### src/logic/pmc_defs.svh
`ifndef PMC_DEFS_SVH
`define PMC_DEFS_SVH

// Register byte offsets
`define PMC_OFF_CTRL 8'h00
`define PMC_OFF_IDLE_STOP 8'h04
`define PMC_OFF_STATUS 8'h08

// Control register field positions
`define PMC_CTRL_SLEEP_BIT 0
`define PMC_CTRL_DIV_LO 1
`define PMC_CTRL_DIV_HI 2
`define PMC_CTRL_SRC_LO 3
`define PMC_CTRL_SRC_HI 4
`define PMC_CTRL_POST_LO 5
`define PMC_CTRL_POST_HI 6
`define PMC_CTRL_RESET 7'h00

// Idle stop register reset value
`define PMC_IDLE_STOP_RESET 8'h00

// Status register field positions
`define PMC_STAT_MODE_LO 0
`define PMC_STAT_MODE_HI 3
`define PMC_STAT_OSC_BIT 4
`define PMC_STAT_TGT_BIT 5

// Peripheral count
`define PMC_NUM_PERIPH 8

// System clock rate and oscillator start-up times
`define PMC_CLK_MHZ 200
`define PMC_START_POSC_NS 1000
`define PMC_START_FRC_NS 100
`define PMC_START_SOSC_NS 2000
`define PMC_START_LOW_POWER_RC_OSCILLATOR_NS 500
// Least times, rounded up to whole cycles
`define PMC_NS_TO_CYC(ns) (((ns) * `PMC_CLK_MHZ + 999) / 1000)

`endif

### src/logic/pmc_pkg.sv
package pmc_pkg;

  // Power mode states, one-hot
  typedef enum logic [3:0] {
    PMC_RUN   = 4'b0001,
    PMC_IDLE  = 4'b0010,
    PMC_SLEEP = 4'b0100,
    PMC_WAKE  = 4'b1000
  } pmc_mode_e;

  // System clock source selection
  typedef enum logic [1:0] {
    PMC_SRC_FRC  = 2'b00,
    PMC_SRC_LOW_POWER_RC_OSCILLATOR = 2'b01,
    PMC_SRC_SOSC = 2'b10,
    PMC_SRC_POSC = 2'b11
  } pmc_src_e;

  // Start-up counter width
  typedef logic [11:0] pmc_cnt_t;

endpackage

### src/logic/pmc_ctrl.sv
// Added by the designer: the register addresses and the AHB-Lite slave port.
`timescale 1ns/1ps
`include "pmc_defs.svh"
// Notes on behaviour
// - Halted modes stop the core clock
// - Idle keeps system clock source running
// - Idle stops peripherals with stop bit set
// - Sleep halts core, source, clocked peripherals
// - Sleep keeps wake-capable functions alive
// - Clock monitor off during Sleep
// - Brown-out reset stays armed in Sleep
// - Sleep entry never clears watchdog counter
// - Higher-priority enabled interrupt wakes Sleep
// - Any reset ends Sleep
// - Low-priority wake restarts bus, enters Idle
// - Sleep exit waits source start-up delay
// - USB request keeps fast oscillators on
// - Pins keep their drive during Sleep
// - Core runs from selectable source, postscaled
// - Peripheral bus clock is divided system clock
// - Divider ratios 1:1, 1:2, 1:4, 1:8
// - Wait with sleep select clear enters Idle
// - Peripheral read completes on bus edge
module pmc_ctrl
  import pmc_pkg::*;
(
  // Clock, reset, enable
  input wire logic hclk,
  input wire logic hresetn,
  input wire logic ce,
  // AHB-Lite slave
  input wire logic hsel,
  input wire logic [7:0] haddr,
  input wire logic [1:0] htrans,
  input wire logic hwrite,
  input wire logic [2:0] hsize,
  input wire logic [31:0] hwdata,
  input wire logic hready,
  output logic [31:0] hrdata,
  output logic hreadyout,
  output logic hresp,
  // Core and interrupt logic
  input wire logic wait_exec,
  input wire logic irq_pending,
  input wire logic irq_in_sleep,
  input wire logic [2:0] irq_priority,
  input wire logic [2:0] cpu_priority,
  input wire logic wdt_timeout,
  input wire logic periph_rd_req,
  output logic periph_rd_done,
  // Oscillator side
  input wire logic osc_ready_pin,
  input wire logic usb_osc_hold,
  output logic system_clock_net_src_en,
  output logic [1:0] system_clock_net_sel,
  output logic [1:0] frc_postscale,
  // Clock gates and keep-alive enables
  output logic cpu_clk_en,
  output logic peripheral_bus_clock_tick,
  output logic [`PMC_NUM_PERIPH-1:0] periph_clk_en,
  output logic fail_safe_clock_monitor_en,
  output logic bor_en,
  output logic sleep_keep_en
);

  // Software registers
  logic [6:0] ctrl; // Sleep select, divider, source, postscale
  logic [`PMC_NUM_PERIPH-1:0] idle_stop_select; // Per-peripheral idle stop
  pmc_mode_e mode; // Power mode state
  pmc_mode_e next_mode;
  logic wake_to_idle; // Wake target after start-up
  logic next_wake_to_idle;
  pmc_cnt_t start_cnt; // Start-up delay counter
  pmc_cnt_t next_start_cnt;
  logic [2:0] pb_cnt; // Peripheral bus divider counter
  logic rd_pend; // Peripheral read waiting for bus edge
  logic osc_sync1; // Synchroniser first stage
  logic osc_ready; // Synchronised oscillator ready
  // AHB data-phase capture
  logic wr_pend;
  logic [7:0] wr_addr;

  // Control field decode
  wire sleep_select = ctrl[`PMC_CTRL_SLEEP_BIT];
  wire [1:0] peripheral_bus_divider = ctrl[`PMC_CTRL_DIV_HI:`PMC_CTRL_DIV_LO];
  wire [1:0] src_field = ctrl[`PMC_CTRL_SRC_HI:`PMC_CTRL_SRC_LO];
  wire [1:0] post_field = ctrl[`PMC_CTRL_POST_HI:`PMC_CTRL_POST_LO];

  // AHB decode
  wire bus_take = hsel && hready && htrans[1];
  wire rd_take = bus_take && !hwrite;
  wire hit_ctrl = (haddr == `PMC_OFF_CTRL);
  wire hit_stop = (haddr == `PMC_OFF_IDLE_STOP);
  wire hit_stat = (haddr == `PMC_OFF_STATUS);
  wire [31:0] stat_word = {26'h000_0000, wake_to_idle, osc_ready, mode};
  wire [31:0] rd_word = hit_ctrl ? {25'h000_0000, ctrl} :
                        hit_stop ? {24'h00_0000, idle_stop_select} :
                        hit_stat ? stat_word : 32'h0000_0000;
  wire wr_ctrl = wr_pend && (wr_addr == `PMC_OFF_CTRL);
  wire wr_stop = wr_pend && (wr_addr == `PMC_OFF_IDLE_STOP);

  // Mode decode
  wire in_run = (mode == PMC_RUN);
  wire in_idle = (mode == PMC_IDLE);
  wire in_sleep = (mode == PMC_SLEEP);
  wire in_wake = (mode == PMC_WAKE);
  // Interrupt qualification: strictly higher than core priority
  wire irq_high = irq_pending && (irq_priority > cpu_priority);
  wire irq_low = irq_pending && !(irq_priority > cpu_priority);
  // USB keeps fast oscillators alive in Sleep
  wire usb_keep = usb_osc_hold &&
                  ((src_field == PMC_SRC_POSC) || (src_field == PMC_SRC_FRC));

  // Start-up delay per selected source
  wire pmc_cnt_t start_load =
    (src_field == PMC_SRC_POSC) ? 12'(`PMC_NS_TO_CYC(`PMC_START_POSC_NS)) :
    (src_field == PMC_SRC_SOSC) ? 12'(`PMC_NS_TO_CYC(`PMC_START_SOSC_NS)) :
    (src_field == PMC_SRC_LOW_POWER_RC_OSCILLATOR) ? 12'(`PMC_NS_TO_CYC(`PMC_START_LOW_POWER_RC_OSCILLATOR_NS)) :
    12'(`PMC_NS_TO_CYC(`PMC_START_FRC_NS));

  // Peripheral bus divider terminal count
  wire [2:0] pb_mask = (3'h1 << peripheral_bus_divider) - 3'h1;
  wire pb_run = in_run || in_idle;
  wire pb_edge = pb_run && (pb_cnt == pb_mask);

  // Mode transitions
  always_comb begin
    next_mode = mode;
    next_wake_to_idle = wake_to_idle;
    next_start_cnt = start_cnt;
    unique case (mode)
      PMC_RUN: begin
        if (wait_exec) begin
          next_mode = sleep_select ? PMC_SLEEP : PMC_IDLE;
        end
      end
      PMC_IDLE: begin
        if (irq_high || wdt_timeout) begin
          next_mode = PMC_RUN;
        end
      end
      PMC_SLEEP: begin
        if (wdt_timeout || (irq_high && irq_in_sleep)) begin
          next_mode = PMC_WAKE;
          next_wake_to_idle = 1'b0;
          next_start_cnt = usb_keep ? 12'h001 : start_load;
        end else if (irq_low && irq_in_sleep) begin
          next_mode = PMC_WAKE;
          next_wake_to_idle = 1'b1;
          next_start_cnt = usb_keep ? 12'h001 : start_load;
        end
      end
      PMC_WAKE: begin
        if (start_cnt > 12'h001) begin
          next_start_cnt = start_cnt - 12'h001;
        end else if (osc_ready || usb_keep) begin
          next_mode = wake_to_idle ? PMC_IDLE : PMC_RUN;
          next_start_cnt = 12'h000;
        end
      end
    endcase
  end

  // Mode register; reset of any kind lands in run mode
  always_ff @(posedge hclk or negedge hresetn) begin
    if (!hresetn) begin
      mode <= PMC_RUN;
      wake_to_idle <= 1'b0;
      start_cnt <= 12'h000;
    end else if (ce) begin
      mode <= next_mode;
      wake_to_idle <= next_wake_to_idle;
      start_cnt <= next_start_cnt;
    end
  end

  // Oscillator ready synchroniser
  always_ff @(posedge hclk or negedge hresetn) begin
    if (!hresetn) begin
      osc_sync1 <= 1'b0;
      osc_ready <= 1'b0;
    end else if (ce) begin
      osc_sync1 <= osc_ready_pin;
      osc_ready <= osc_sync1;
    end
  end

  // AHB address phase capture and read data
  always_ff @(posedge hclk or negedge hresetn) begin
    if (!hresetn) begin
      wr_pend <= 1'b0;
      wr_addr <= 8'h00;
      hrdata <= 32'h0000_0000;
      hreadyout <= 1'b1;
      hresp <= 1'b0;
    end else if (ce) begin
      wr_pend <= bus_take && hwrite;
      wr_addr <= haddr;
      hreadyout <= 1'b1;
      hresp <= 1'b0;
      if (rd_take) begin
        hrdata <= rd_word;
      end
    end
  end

  // Register writes in data phase
  always_ff @(posedge hclk or negedge hresetn) begin
    if (!hresetn) begin
      ctrl <= `PMC_CTRL_RESET;
      idle_stop_select <= `PMC_IDLE_STOP_RESET;
    end else if (ce) begin
      if (wr_ctrl) begin
        ctrl <= hwdata[6:0];
      end
      if (wr_stop) begin
        idle_stop_select <= hwdata[`PMC_NUM_PERIPH-1:0];
      end
    end
  end

  // Peripheral bus divider and read completion
  always_ff @(posedge hclk or negedge hresetn) begin
    if (!hresetn) begin
      pb_cnt <= 3'h0;
      peripheral_bus_clock_tick <= 1'b0;
      rd_pend <= 1'b0;
      periph_rd_done <= 1'b0;
    end else if (ce) begin
      pb_cnt <= pb_edge ? 3'h0 : (pb_run ? pb_cnt + 3'h1 : 3'h0);
      peripheral_bus_clock_tick <= pb_edge;
      rd_pend <= (rd_pend || periph_rd_req) && !pb_edge;
      periph_rd_done <= (rd_pend || periph_rd_req) && pb_edge;
    end
  end

  // Core and source gating
  always_ff @(posedge hclk or negedge hresetn) begin
    if (!hresetn) begin
      cpu_clk_en <= 1'b1;
      system_clock_net_src_en <= 1'b1;
      system_clock_net_sel <= PMC_SRC_FRC;
      frc_postscale <= 2'b00;
      fail_safe_clock_monitor_en <= 1'b1;
      bor_en <= 1'b1;
      sleep_keep_en <= 1'b1;
    end else if (ce) begin
      cpu_clk_en <= (next_mode == PMC_RUN);
      system_clock_net_src_en <= !(next_mode == PMC_SLEEP) || usb_keep;
      system_clock_net_sel <= src_field;
      frc_postscale <= post_field;
      fail_safe_clock_monitor_en <= !((next_mode == PMC_SLEEP) || (next_mode == PMC_WAKE));
      bor_en <= 1'b1;
      // Pin-change, watchdog, ADC, UART, LOW_POWER_RC_OSCILLATOR and external-clock units
      // stay enabled; no watchdog clear and no pin override exist here
      sleep_keep_en <= 1'b1;
    end
  end

  // Per-peripheral clock gates
  genvar gi;
  generate
    for (gi = 0; gi < `PMC_NUM_PERIPH; gi = gi + 1) begin : g_gate
      always_ff @(posedge hclk or negedge hresetn) begin
        if (!hresetn) begin
          periph_clk_en[gi] <= 1'b1;
        end else if (ce) begin
          periph_clk_en[gi] <= ((next_mode == PMC_RUN) ||
            ((next_mode == PMC_IDLE) && !idle_stop_select[gi]));
        end
      end
    end
  endgenerate
endmodule // pmc_ctrl

### config.mk
export PLATFORM = sky130hd
export DESIGN_NAME = pmc_ctrl
export DESIGN_NICKNAME = d
export VERILOG_FILES = /design/src/logic/pmc_pkg.sv /design/src/logic/pmc_ctrl.sv
export VERILOG_INCLUDE_DIRS = /design/src /design/src/logic
export SDC_FILE = /design/constraint.sdc
export NUM_CORES = 1
export LEC_CHECK = 0
export ABC_AREA = 0
export BUFFER_PORTS_ARGS = -buffer_cell sky130_fd_sc_hd__buf_2
export CAP_MARGIN = 20
export CORE_MARGIN = 8
export CORE_UTILIZATION = 45
export CTS_CLUSTER_SIZE = 8
export DETAILED_ROUTE_END_ITERATION = 12
export PLACE_DENSITY = 0.76
export SLEW_MARGIN = 30
export SYNTH_ARGS = -nofsm -noshare
export SYNTH_HDL_FRONTEND = slang
export SYNTH_SLANG_ARGS = --single-unit
### constraint.sdc
create_clock -name hclk -period 7 [get_ports hclk]
set_input_delay 1.05 -clock hclk [delete_from_list [all_inputs] [get_ports hclk]]
set_output_delay 1.05 -clock hclk [all_outputs]
set_load 0.02 [all_outputs]
==> reports/results.tsv <==
metric	value	unit
main area contributors after synthesis	dfrtp_1 (39%), mux2_2 (8.4%), dfstp_2 (8.1%)	
period utilization	0.4424	
DRC viols	0	
port buffer count	60	
Mapped Cells	382	
Post-synth EDFFs	0	
final worst slack	3.903	ns
Global Route Usage Sum	0.1582	
r2r setup slk	3.90	ns
Yosys top cell area share	0.3854	
total negative slack	0	ns
Synth cell types	58	
Combinational Power Share	0.278	
Detailed Place HPWL	6540	um
clock root cell	clkbuf_8	
RR Startpoint	start_cnt[4]$_DFFE_PN0P_	
Post-CTS Hold Fix Bufs	0	
most frequent cells in the layout	dfrtp_1 (60), buf_2 (60), nor2_1 (33)	
DR iter-0 viols	302	
final std cell area, no fill	4414	um2
Clock Path Buffers	2	
vias in the first global route	3042	
fraction of registers with async set/reset	1.000	
first-pass GRT wire length	15100	um
met3 wire len	644	um
WL final	9052	um
Reg clk slew, reported paths	0.08	ns
Worst Skew	0.01216	ns
complex-gate fraction of the synthesized area	0.1846	
Post-Synth Adder-Cell Area	0.02890	
dpl ws	3.781	ns
share of post-route cells with drive strength above 1	0.2896	
origin of the worst min-delay path	cpu_clk_en$_DFFE_PN1P_	
RSZ-0062 raised after global routing	false	
vias per inst	5.604	
Max-slew headroom	0.4179	
R2R cell count	6	
f_max	322.9	MHz
post-synthesis simple-gate area fraction	0.1358	
Placed Instance Area	4155	um2
diodes inserted	0	
Top Metal Used	met4	
die area	11890	um2
clk sinks	72	
largest family of logic cells by synthesized area	compound AO/OA/AOI/OAI gates	
Max-cap violations	0	
critical path class	reg2reg	
Tot Pwr	1.334	mW
crit path from	start_cnt[4]$_DFFE_PN0P_	
WL/cell	16.46	um
routed wl met2	4153	um
clock share of power	0.301	
flops & latches, synth	72	
Mean Syn Cell Area	10.20	um2
Hold Path Stages	2	
Resized cells post-CTS	0	
internal power	0.8693	mW
clock latency on the worst-skew pair	0.35	ns
Net Sw Frac	0.3485	
Congestion Overflow GR	0	
Final Hold Vio Count	0	
Power Density	302.3	nW/um2
synth warn	0	
Final GP Congestion	0.8459	
worst endpoint data arrival time	3.34	ns
transition time of the tightest slew-check pin	0.8712	ns
ANT nets after route	0	
fin. max-slew vios	0	
sequential share of the synthesized area	0.4663	
Post-Syn Area	3896	um2
Die Wd	109.1	um
H-Tree Depth	3	
CTS Buf Count	9	
hold endpoint	cpu_clk_en$_DFFE_PN1P_	
Static Leak	1.982	nW
drt pass-1 iters	4	
initial core utilization	0.4557	
Met1 Wirelength	4099	um
Top-Level Pins	117	
largest fanout on the critical path	15	
mux share of post-synthesis cell area	0.08382	
Critical Path End Type	register	
post-layout min period	3.097	ns
pin count of the biggest net entering global routing	73	
Die Ht	109.1	um
Post-layout nets	510	
Vias	3082	
Reg-to-Reg End	periph_clk_en[0]$_DFFE_PN1P_	
CTS tree	done	
Worst VDD drop	0.0001535	V
Switching Power	0.4650	mW
Sequential Power Share	0.422	
Fillers	784	
Post-CTS Setup Inserts	0	
Final setup viols	0	
Crit path required time	7.24	ns
Area Overhead vs Synth	13.29	%
xor-xnor portion of the synthesized cell area	0.006744	
initial antenna violation count	0	
outcome	finished, final reports clean	
Critical Path Start Type	register	
area leader, netlist	dfrtp_1	
Hold Crit Class	reg2reg	
top_reg_cell synth	dfrtp_1	
Core Region	8551	um2
FP Rows	34	
==> flip-flops by register name (all words and copies together) (netlist names) <==
register and cells:
start_cnt 12, hrdata 8, idle_stop_select 8, periph_clk_en 8, wr_addr 8, ctrl 7
mode 4, pb_cnt 3, frc_postscale 2, system_clock_net_sel 2, cpu_clk_en 1, fail_safe_clock_monitor_en 1
osc_ready 1, osc_sync1 1, periph_rd_done 1, peripheral_bus_clock_tick 1, rd_pend 1, system_clock_net_src_en 1
wake_to_idle 1, wr_pend 1
==> synthesized netlist by cell type, drive strengths merged, types with 5 or more instances <==
| cell type | count |
|---|---|
| a31oi | 12 |
| mux2 | 29 |
| ha | 9 |
| a21oi | 15 |
| inv | 14 |
| a22oi | 7 |
| o311ai | 8 |
| buf | 35 |
| nand2 | 32 |
| o21ai | 22 |
| nor2 | 33 |
| o31ai | 13 |
| nand3 | 5 |
| a32oi | 5 |
| dfstp | 12 |
| dfrtp | 60 |
| clkbuf | 10 |
| nor3 | 11 |
==> worst max-delay path by stage <==
stage                                              end  slack, ns
after floorplan           periph_clk_en[0]$_DFFE_PN1P_       4.26
after global placement        start_cnt[3]$_DFFE_PN0P_       3.81
after detailed placement      start_cnt[2]$_DFFE_PN0P_       3.78
after CTS                     start_cnt[2]$_DFFE_PN0P_       3.88
after global routing      periph_clk_en[4]$_DFFE_PN1P_       3.70
final                     periph_clk_en[0]$_DFFE_PN1P_       3.90
==> per-layer routing <==
metal,vias up,track usage
li1,1453,-
met1,1495,0.2199
met2,113,0.2335
met3,21,0.04433
met4,0,0.04790
met5,-,0
==> power by group through the flow <==
stage | Clock, mW | Sequential [mW] | Combinational, mW
2_1_floorplan | 0 | 0.595 | 0.241
3_3_place_gp | 0 | 0.564 | 0.357
3_5_place_dp | 0 | 0.569 | 0.367
4_1_cts | 0.408 | 0.562 | 0.368
5_1_grt | 0.427 | 0.575 | 0.409
6_report | 0.401 | 0.563 | 0.370
==> metrics by stage <==
stage               cells  utilization  hold slack [ns]
global placement      534       0.4854           0.4561
detailed placement    534       0.4860           0.4537
CTS                   550       0.5143           0.4668
finish                550       0.5162           0.4662
floorplan             408            -           0.4471
global route          550       0.5162           0.4905
==> critical path, cell delays in order (launching register included) <==
cell	delay [ns]
dfrtp_1	0.41
nor4_1	0.46
nor2b_1	0.57
a21o_1	0.53
nand4_4	0.26
or3b_1	0.60
o311ai_1	0.15
==> kinds of logic after synthesis <==
family	count (synthesis)
buffers and inverters	60
multiplexers	29
adder cells (fa/ha/maj)	9
XOR/XNOR	3
flip-flops	72
AND/OR/NAND/NOR	106
AO/OA/AOI/OAI	101
other	2
==> layout make-up <==
class	instances	area [um2]	area share
clock buffers	10	127.6	0.02891
clock inverters	6	115.1	0.02608
inverters	15	56.30	0.01276
multi-input cells	276	1837	0.4161
flip-flops and latches	72	1817	0.4116
well taps	108	135.1	0.03061
repair buffers	63	326.6	0.07398
Note: power is estimated with default switching activity, not from simulation.
